File: src/gpio_strap_pkg.sv
// constants and types for the strap-capable gpio port
package gpio_strap_pkg;

    // ==========================================================
    // geometry
    localparam int unsigned PIN_W      = 16;
    localparam int unsigned NUM_CORES  = 4;
    localparam int unsigned CORE_SEL_W = 2;
    localparam int unsigned ADDR_W     = 6;

    // ==========================================================
    // register byte offsets
    localparam logic [5:0] OFS_DIR      = 6'h00;
    localparam logic [5:0] OFS_OUT      = 6'h04;
    localparam logic [5:0] OFS_IN       = 6'h08;
    localparam logic [5:0] OFS_RISE_EN  = 6'h0c;
    localparam logic [5:0] OFS_FALL_EN  = 6'h10;
    localparam logic [5:0] OFS_STAT     = 6'h14;
    localparam logic [5:0] OFS_MASK     = 6'h18;
    localparam logic [5:0] OFS_ROUTE    = 6'h1c;
    localparam logic [5:0] OFS_PULL_UP  = 6'h20;
    localparam logic [5:0] OFS_PULL_DN  = 6'h24;
    localparam logic [5:0] OFS_STRAP    = 6'h28;

    // ==========================================================
    // reset values
    localparam logic [15:0] DIR_RST     = 16'h0000;
    localparam logic [15:0] PULL_UP_RST = 16'h0001;
    localparam logic [15:0] PULL_DN_RST = 16'hfffe;
    localparam logic [31:0] ROUTE_RST   = 32'h0000_0000;

    // ==========================================================
    // timing: synchroniser depth before straps are valid
    localparam logic [1:0] STRAP_SETTLE = 2'h2;

    // ==========================================================
    // strap field layout, msb first: pin 15 .. pin 0
    typedef struct packed {
        logic [1:0] pcie_role;
        logic [2:0] pll_i2c_sel;
        logic [6:0] dev_cfg;
        logic [2:0] boot_dev;
        logic       endian_select_strap;
    } strap_cfg_t;

endpackage

File: src/gpio_boot_strap_port.sv
// sixteen-pin gpio port with boot strap capture and event routing
// Summary of operation
// - every strap pin level is latched into the configuration state on the third clock after power-on reset releases.
// - after the straps are latched the pins become ordinary general purpose I/O.
// - the port takes register writes and raises events only after strap capture, and every pin direction defaults to input.
// - each pin can raise a dma event and an interrupt, the interrupt routable to any processor core.
// - pin 0 is endianness (high little), 1-3 boot device, 4-10 device config, 11-13 pll or i2c, 14-15 pcie role.
// - after boot each pin is released and rests in its default idle state unless software changes it.
// - unconnected pin 0 pulls high and pins 1 to 15 pull low, setting their strap values.
//
// Register access over Avalon-MM and the address map were decided locally.
`timescale 1ns/1ns
`default_nettype none
module gpio_boot_strap_port #(
    parameter int unsigned PIN_CNT = 16
) (
    // clock and reset
    input  wire logic                                core_clk_i,
    input  wire logic                                rst_n_i,
    // avalon-mm slave
    input  wire logic [gpio_strap_pkg::ADDR_W-1:0]   avs_address_i,
    input  wire logic                                avs_read_i,
    input  wire logic                                avs_write_i,
    input  wire logic [31:0]                         avs_writedata_i,
    input  wire logic [3:0]                          avs_byteenable_i,
    output logic      [31:0]                         avs_readdata_o,
    output logic                                     avs_waitrequest_o,
    // pins
    input  wire logic [PIN_CNT-1:0]                  pin_in_i,
    output logic      [PIN_CNT-1:0]                  pin_out_o,
    output logic      [PIN_CNT-1:0]                  pin_oe_o,
    output logic      [PIN_CNT-1:0]                  pin_pull_up_o,
    output logic      [PIN_CNT-1:0]                  pin_pull_dn_o,
    // strap results and status
    output gpio_strap_pkg::strap_cfg_t               strap_cfg_o,
    output logic                                     reset_status_out_n_o,
    // events
    output logic                                     irq_o,
    output logic      [gpio_strap_pkg::NUM_CORES-1:0] core_irq_o,
    output logic      [PIN_CNT-1:0]                  dma_evt_o
);
    import gpio_strap_pkg::*;

    // ==========================================================
    // state
    logic [PIN_CNT-1:0] pins_s;
    logic [PIN_CNT-1:0] evt_w;
    logic [1:0]         settle_q;
    logic               captured_q;
    logic [PIN_CNT-1:0] strap_raw_q;
    logic [PIN_CNT-1:0] dir_q;
    logic [PIN_CNT-1:0] out_q;
    logic [PIN_CNT-1:0] rise_en_q;
    logic [PIN_CNT-1:0] fall_en_q;
    logic [PIN_CNT-1:0] stat_q;
    logic [PIN_CNT-1:0] mask_q;
    logic [31:0]        route_q;
    logic [PIN_CNT-1:0] pull_up_q;
    logic [PIN_CNT-1:0] pull_dn_q;
    logic               ack_q;
    logic               wait_q;
    logic [31:0]        rdata_q;

    // ==========================================================
    // pin synchroniser, reset to the pull defaults
    // pull default levels
    pin_sync #(
        .W       (PIN_CNT),
        .RST_VAL (PULL_UP_RST)
    ) u_sync (
        .core_clk_i (core_clk_i),
        .rst_n_i    (rst_n_i),
        .async_i    (pin_in_i),
        .sync_o     (pins_s)
    );

    // ==========================================================
    // strap capture after reset release
    wire capture_w = !captured_q && (settle_q == STRAP_SETTLE);

    always_ff @(posedge core_clk_i or negedge rst_n_i) begin
        if (!rst_n_i) begin
            settle_q    <= '0;
            captured_q  <= 1'b0;
            strap_raw_q <= '0;
        end else begin
            if (!captured_q && settle_q != STRAP_SETTLE) begin
                settle_q <= settle_q + 2'h1;
            end
            if (capture_w) begin
                strap_raw_q <= pins_s;
                captured_q  <= 1'b1;
            end
        end
    end

    assign strap_cfg_o = strap_cfg_t'(strap_raw_q);
    assign reset_status_out_n_o = captured_q;

    // ==========================================================
    // bus decode
    wire req_w   = (avs_read_i || avs_write_i) && !ack_q;
    wire wr_w    = avs_write_i && ack_q;
    wire [31:0] be_mask_w = {{8{avs_byteenable_i[3]}}, {8{avs_byteenable_i[2]}},
                             {8{avs_byteenable_i[1]}}, {8{avs_byteenable_i[0]}}};
    wire [31:0] wd_w = avs_writedata_i & be_mask_w;

    function automatic logic [15:0] merge16(input logic [15:0] old,
                                            input logic [31:0] wd,
                                            input logic [31:0] bm);
        merge16 = (old & ~bm[15:0]) | wd[15:0];
    endfunction

    wire sel_dir   = wr_w && (avs_address_i == OFS_DIR);
    wire sel_out   = wr_w && (avs_address_i == OFS_OUT);
    wire sel_rise  = wr_w && (avs_address_i == OFS_RISE_EN);
    wire sel_fall  = wr_w && (avs_address_i == OFS_FALL_EN);
    wire sel_stat  = wr_w && (avs_address_i == OFS_STAT);
    wire sel_mask  = wr_w && (avs_address_i == OFS_MASK);
    wire sel_route = wr_w && (avs_address_i == OFS_ROUTE);
    wire sel_pu    = wr_w && (avs_address_i == OFS_PULL_UP);
    wire sel_pd    = wr_w && (avs_address_i == OFS_PULL_DN);

    logic [31:0] rmux_w;
    always_comb begin
        if (avs_address_i == OFS_DIR) begin
            rmux_w = {16'h0000, dir_q};
        end else if (avs_address_i == OFS_OUT) begin
            rmux_w = {16'h0000, out_q};
        end else if (avs_address_i == OFS_IN) begin
            rmux_w = {16'h0000, pins_s};
        end else if (avs_address_i == OFS_RISE_EN) begin
            rmux_w = {16'h0000, rise_en_q};
        end else if (avs_address_i == OFS_FALL_EN) begin
            rmux_w = {16'h0000, fall_en_q};
        end else if (avs_address_i == OFS_STAT) begin
            rmux_w = {16'h0000, stat_q};
        end else if (avs_address_i == OFS_MASK) begin
            rmux_w = {16'h0000, mask_q};
        end else if (avs_address_i == OFS_ROUTE) begin
            rmux_w = route_q;
        end else if (avs_address_i == OFS_PULL_UP) begin
            rmux_w = {16'h0000, pull_up_q};
        end else if (avs_address_i == OFS_PULL_DN) begin
            rmux_w = {16'h0000, pull_dn_q};
        end else if (avs_address_i == OFS_STRAP) begin
            rmux_w = {16'h0000, strap_raw_q};
        end else begin
            rmux_w = 32'h0000_0000;
        end
    end

    // ==========================================================
    // bus handshake: one wait cycle per access
    always_ff @(posedge core_clk_i or negedge rst_n_i) begin
        if (!rst_n_i) begin
            ack_q   <= 1'b0;
            wait_q  <= 1'b1;
            rdata_q <= 32'h0000_0000;
        end else begin
            ack_q  <= req_w;
            wait_q <= !req_w;
            if (req_w && avs_read_i) begin
                rdata_q <= rmux_w;
            end
        end
    end

    assign avs_waitrequest_o = wait_q;
    assign avs_readdata_o    = rdata_q;

    // ==========================================================
    // control registers
    always_ff @(posedge core_clk_i or negedge rst_n_i) begin
        if (!rst_n_i) begin
            dir_q     <= DIR_RST;
            out_q     <= '0;
            rise_en_q <= '0;
            fall_en_q <= '0;
            mask_q    <= '0;
            route_q   <= ROUTE_RST;
            pull_up_q <= PULL_UP_RST;
            pull_dn_q <= PULL_DN_RST;
        end else if (captured_q) begin
            // software may leave the idle state
            if (sel_dir)   dir_q     <= merge16(dir_q, wd_w, be_mask_w);
            if (sel_out)   out_q     <= merge16(out_q, wd_w, be_mask_w);
            if (sel_rise)  rise_en_q <= merge16(rise_en_q, wd_w, be_mask_w);
            if (sel_fall)  fall_en_q <= merge16(fall_en_q, wd_w, be_mask_w);
            if (sel_mask)  mask_q    <= merge16(mask_q, wd_w, be_mask_w);
            if (sel_route) route_q   <= (route_q & ~be_mask_w) | wd_w;
            if (sel_pu)    pull_up_q <= merge16(pull_up_q, wd_w, be_mask_w);
            if (sel_pd)    pull_dn_q <= merge16(pull_dn_q, wd_w, be_mask_w);
        end
    end

    // ==========================================================
    // pin drivers
    // pins handed to gpio after capture
    always_ff @(posedge core_clk_i or negedge rst_n_i) begin
        if (!rst_n_i) begin
            pin_out_o     <= '0;
            pin_oe_o      <= '0;
            pin_pull_up_o <= PULL_UP_RST;
            pin_pull_dn_o <= PULL_DN_RST;
        end else begin
            pin_out_o     <= out_q;
            pin_oe_o      <= captured_q ? dir_q : '0;
            pin_pull_up_o <= pull_up_q;
            pin_pull_dn_o <= pull_dn_q;
        end
    end

    // ==========================================================
    // events
    pin_edge_detect #(
        .W (PIN_CNT)
    ) u_edge (
        .core_clk_i (core_clk_i),
        .rst_n_i    (rst_n_i),
        .enable_i   (captured_q),
        .rise_en_i  (rise_en_q),
        .fall_en_i  (fall_en_q),
        .pin_i      (pins_s),
        .event_o    (evt_w)
    );

    wire [PIN_CNT-1:0] pend_w = stat_q & mask_q;
    wire               irq_any_w = |pend_w;

    function automatic logic core_hit(input logic [PIN_CNT-1:0] pend,
                                      input logic [31:0] route,
                                      input int unsigned core);
        logic hit;
        hit = 1'b0;
        for (int unsigned i = 0; i < PIN_CNT; i++) begin
            if (pend[i] && route[2*i +: CORE_SEL_W] == CORE_SEL_W'(core)) begin
                hit = 1'b1;
            end
        end
        core_hit = hit;
    endfunction

    always_ff @(posedge core_clk_i or negedge rst_n_i) begin
        if (!rst_n_i) begin
            stat_q     <= '0;
            irq_o      <= 1'b0;
            core_irq_o <= '0;
            dma_evt_o  <= '0;
        end else begin
            stat_q    <= (sel_stat ? (stat_q & ~wd_w[15:0]) : stat_q) | evt_w;
            irq_o     <= irq_any_w;
            dma_evt_o <= evt_w;
            for (int unsigned c = 0; c < NUM_CORES; c++) begin
                core_irq_o[c] <= core_hit(pend_w, route_q, c);
            end
        end
    end
endmodule
`default_nettype wire

File: src/pin_sync.sv
// two-flop synchroniser for a vector of pins
`timescale 1ns/1ns
`default_nettype none
module pin_sync #(
    parameter int unsigned      W       = 16,
    parameter logic [W-1:0]     RST_VAL = '0
) (
    // clock and reset
    input  wire logic         core_clk_i,
    input  wire logic         rst_n_i,
    // pins
    input  wire logic [W-1:0] async_i,
    output logic      [W-1:0] sync_o
);
    logic [W-1:0] meta_q;

    always_ff @(posedge core_clk_i or negedge rst_n_i) begin
        if (!rst_n_i) begin
            meta_q <= RST_VAL;
            sync_o <= RST_VAL;
        end else begin
            meta_q <= async_i;
            sync_o <= meta_q;
        end
    end
endmodule
`default_nettype wire

File: src/pin_edge_detect.sv
// per-pin rising and falling edge event detector
`timescale 1ns/1ns
`default_nettype none
module pin_edge_detect #(
    parameter int unsigned W = 16
) (
    // clock and reset
    input  wire logic         core_clk_i,
    input  wire logic         rst_n_i,
    // control
    input  wire logic         enable_i,
    input  wire logic [W-1:0] rise_en_i,
    input  wire logic [W-1:0] fall_en_i,
    // pins and events
    input  wire logic [W-1:0] pin_i,
    output logic      [W-1:0] event_o
);
    logic [W-1:0] prev_q;

    always_ff @(posedge core_clk_i or negedge rst_n_i) begin
        if (!rst_n_i) begin
            prev_q <= '0;
        end else begin
            prev_q <= pin_i;
        end
    end

    assign event_o = enable_i ? ((pin_i & ~prev_q & rise_en_i)
                              | (~pin_i & prev_q & fall_en_i)) : '0;
endmodule
`default_nettype wire

File: config.mk
export PLATFORM = sky130hd
export DESIGN_NAME = gpio_boot_strap_port
export DESIGN_NICKNAME = d
export VERILOG_FILES = /design/src/gpio_strap_pkg.sv /design/src/gpio_boot_strap_port.sv /design/src/pin_sync.sv /design/src/pin_edge_detect.sv
export SDC_FILE = /design/constraint.sdc
export NUM_CORES = 1
export LEC_CHECK = 0
export BUFFER_PORTS_ARGS = -buffer_cell sky130_fd_sc_hd__buf_2
export CAP_MARGIN = 20
export CELL_PAD_IN_SITES_DETAIL_PLACEMENT = 0
export CELL_PAD_IN_SITES_GLOBAL_PLACEMENT = 1
export CORE_MARGIN = 8
export CORE_UTILIZATION = 53
export CTS_BUF_LIST = sky130_fd_sc_hd__clkbuf_2 sky130_fd_sc_hd__clkbuf_4 sky130_fd_sc_hd__clkbuf_8
export DETAILED_ROUTE_END_ITERATION = 8
export MAX_ROUTING_LAYER = met4
export PLACE_DENSITY = 0.95
export SYNTH_ARGS = -nofsm -noshare
export SYNTH_HDL_FRONTEND = slang
export SYNTH_SLANG_ARGS = --single-unit
File: constraint.sdc
create_clock -name core_clk_i -period 4 [get_ports core_clk_i]
set_input_delay 0.2 -clock core_clk_i [delete_from_list [all_inputs] [get_ports core_clk_i]]
set_output_delay 0.2 -clock core_clk_i [all_outputs]
set_load 0.02 [all_outputs]
==> flow_summary.toml <==
[routing]
route.final.wire_length_mm = 39.92
final_antenna_net_count = 0
post_drt_wl_per_cell_um = 23.54
vias = 10060
drt-pass1-iter-count = 5
drt_drc_violations_left = 0
average_vias_per_placed_instance = 5.929
drtIter0Drc = 852

[cts]
tritoncts_num_sinks = 346
cts_inserted_buffers = 54
insertion_delay_ns = 0.59
clock_tree.htree_level_count = 2
tritoncts = "done"
cts.path.max_buffers = 3
cts.repair.resized = 0
clk_slew_on_worst_s_h_paths_ns = 0.06
cts.root.buffer_cell = "clkbuf_8"

[placed_design]
detailed_place.area_um2 = 15630
place.detailed.hpwl_mm = 28.20
io_buffer_count = 196
dpl_worst_slack_ns = 1.552
gpl_wtd_cong = 0.8943

[worst_setup_path]
master_of_the_slowest_instance_on_the_critical_path = "dfrtp_1"
cp_data_arrival_time_ns = 2.89
timing.critical_path.cells = "nand3_2 > nor3_2 > mux2_2"
cp-start-kind = "flop"
crit_path_max_incr_delay_ns = 0.74
r2r_cells = 3
timing.critical_path.fanout_max = 19
path_delay_family = "simple AND/OR/NAND/NOR gates"
worstPathRequired_ns = 4.47
cp_num_cells = 3
critPathCaptureType = "flop"
count_of_buffering_cells_on_the_critical_path_with_inverters_included = 0
critPathKind = "reg2reg"
timing.reg2reg.setup_slack_ns = 1.59

[floorplan]
num_rows = 60
pin_count = 197
die_height_um = 179.8
die-area_um2 = 32320
initial_utilization_pct = 53.34
fp.coreArea_um2 = 26650
chipWidth_um = 179.8

[sta]
setup_viol = 0
maxSlewViolCount = 0
fin_worst_hold_slack_ns = 0.03839
final_min_period_over_clock_period_pct = 60.30
tightestPinTransition_ns = 1.112
fin_ws_ns = 1.588
max_slew_margin_pct = 25.85
hold_violations = 0
setup_total_negative_slack_ns = 0
time_the_final_worst_path_needs_with_i_o_delays_and_setup_ns = 2.412
finalClockSkew_ns = 0.02801
maxClockFrequency_mhz = 414.6
grt_setup_unrepaired = "no"

[yosys]
synth_area_leaders = "dfrtp_1 55%, mux2_2 13%, dfstp_2 6.5%"
ys_seq_area_share_pct = 61.21
yosys_warnings = 0
synth-adder-area-share_pct = 0.08801
area_share_of_the_largest_cell_type_after_synthesis_pct = 54.74
ys_seq_elements = 346
post_synth_xor_area_fraction_pct = 0.06161
synth_edf_count = 0
netlist_instances = 1039
synthSimpleGateAreaFrac_pct = 11.02
synth.distinct_cells = 66
synth.cell_area_um2 = 14220
synth.avg_cell_area_um2 = 13.68
synth_top_cell_by_area = "dfrtp_1"
synth-compound-area-share_pct = 8.484
commonest_register_cell_after_synthesis = "dfrtp_1"
muxShareOfSynthArea_pct = 17.57
synth_async_sr_flop_share_pct = 100.0
synth_top_family_by_area = "multiplexers"
synth.net_count = 1102

[cells_and_area]
layout.area.seq_um2 = 8702
stdcell_area_um2 = 17300
finish.net_count = 1377
drive_above_1_share_pct = 41.11
multiInputGateArea_um2 = 5291
final.fill_count = 1907
layout-area-overhead-vs-synth_pct = 21.69
n_antenna_cell = 0

[power_and_ir_drop]
pnr_total_power_w = 0.008024
p_leak_nw = 8.369
vdd.ir_drop.worst_uv = 267.5
p_per_area_nw_per_um2 = 463.8

[global_routing]
global_route_wire_length_before_repair_mm = 62.64
grt_overflow_total = 0
via_count_of_the_first_global_routing_pass = 10500
initial_antenna_violation_count = 0
total_global_route_track_usage_pct = 25.19
grt_start_max_net_pins = 131

[worst_hold_path]
hold-path-cell-count = 3
worstHoldPathType = "in2reg"

[status]
run_status = "complete, no violations"

[job]
maxCapViolations = 0
report_power, final:
group          internal [W]  switching [W]
logic              0.000323       0.000433
registers           0.00374       0.000268
clock network       0.00190        0.00136
logic make-up (layout without fill, tap and decap cells):
logic type,count (synthesis),after routing
AND/OR/NAND/NOR,264,264
adder cells (fa/ha/maj),1,1
multiplexers,203,203
XOR/XNOR,1,1
AO/OA/AOI/OAI,171,171
buffers and inverters,53,369
flip-flops,346,346
worst register-to-register path, stage by stage (launching register included):
cell     delay, ns
dfrtp_1       0.74
nand3_2       0.45
nor3_2        0.72
mux2_2        0.41
final timing paths:
path | to | start
setup reg to reg | flop | reset_status_out_n_o
hold reg to reg | u_sync.sync_o[2] | u_sync.meta_q[2]
min in group asynchronous | asynchronous set/reset pin | rst_n_i
max in group asynchronous | avs_readdata_o[31] | rst_n_i
hold / removal | stat_q[10] | avs_writedata_i[10]
setup / recovery | flop | reset_status_out_n_o
metal layers:
layer	up-vias	GRT usage (%)	share of wire (%)	wire, um
met5	-	-	0	0
met4	0	6.636	2.1	820
met3	64	5.625	8.4	3349
met2	503	38.02	47	18690
met1	5095	34.28	43	17060
li1	4393	-	-	-
timing repair:
action | 4_1_cts | 5_1_grt
setup buffers | 0 | 0
endpoints found under the hold margin | 175 | 0
hold buffers | 45 | 0
synth_stat cells, drive strengths merged (3+ instances only):
| cell | count |
|---|---|
| dfrtp | 311 |
| mux2 | 162 |
| nand2 | 71 |
| o21ai | 42 |
| and2 | 36 |
| dfstp | 35 |
| nand3 | 27 |
| nor2 | 25 |
| clkbuf | 23 |
| nand3b | 23 |
| nor3 | 22 |
| mux4 | 21 |
| mux2i | 20 |
| a21o | 18 |
| a21oi | 17 |
| buf | 17 |
| nand4 | 17 |
| a22o | 16 |
| inv | 12 |
| nor2b | 10 |
| o22ai | 10 |
| a211oi | 8 |
| o2bb2ai | 8 |
| a221o | 6 |
| nor4 | 6 |
| a221oi | 5 |
| a22oi | 5 |
| a2bb2oi | 5 |
| o211ai | 5 |
| o21bai | 5 |
| or3 | 5 |
| a41oi | 4 |
| o32ai | 4 |
| or2 | 4 |
| nand2b | 3 |
| nor3b | 3 |
| o31ai | 3 |
area by class of cell:
class                      instances  share of cell area [%]
sequential                       346                   50.30
clock buffer                      84                   6.212
tap                              341                   2.466
timing repair buffer             259                   9.330
clock inverter                    13                  0.8245
inverter                          13                  0.2821
multi-input combinational        640                   30.59
layout by cell type (no fill, tap or decap), types with 5 or more instances in the layout:
cell	Yosys	final
a211oi_1	8	8
a21o_1	18	18
a21oi_1	17	17
a221o_1	6	6
a221oi_1	5	5
a22o_1	16	16
a22oi_1	5	5
a2bb2oi_1	5	5
and2_1	36	36
buf_2	13	195
buf_4	2	15
clkbuf_4	0	13
clkbuf_8	0	71
clkinv_2	0	9
dfrtp_1	311	311
dfstp_2	35	35
dlygate4sd3_1	0	45
inv_1	12	12
mux2_2	161	161
mux2i_1	20	20
mux4_2	21	21
nand2_1	68	68
nand3_1	25	25
nand3b_1	23	23
nand4_1	17	17
nor2_1	18	18
nor2_2	7	7
nor2b_1	10	10
nor3_1	13	13
nor3_4	6	6
nor4_1	5	5
o211ai_1	5	5
o21ai_0	42	42
o21bai_1	5	5
o22ai_1	10	10
o2bb2ai_1	8	8
or3_1	5	5
through the flow:
step                      utilization, %  cells
after floorplan                        -   1039
after global placement             58.63   1553
after detailed placement           58.66   1554
after CTS                          64.92   1696
after global routing               64.92   1696
final                              64.92   1696
No activity file was read; power rests on OpenSTA's default activity.
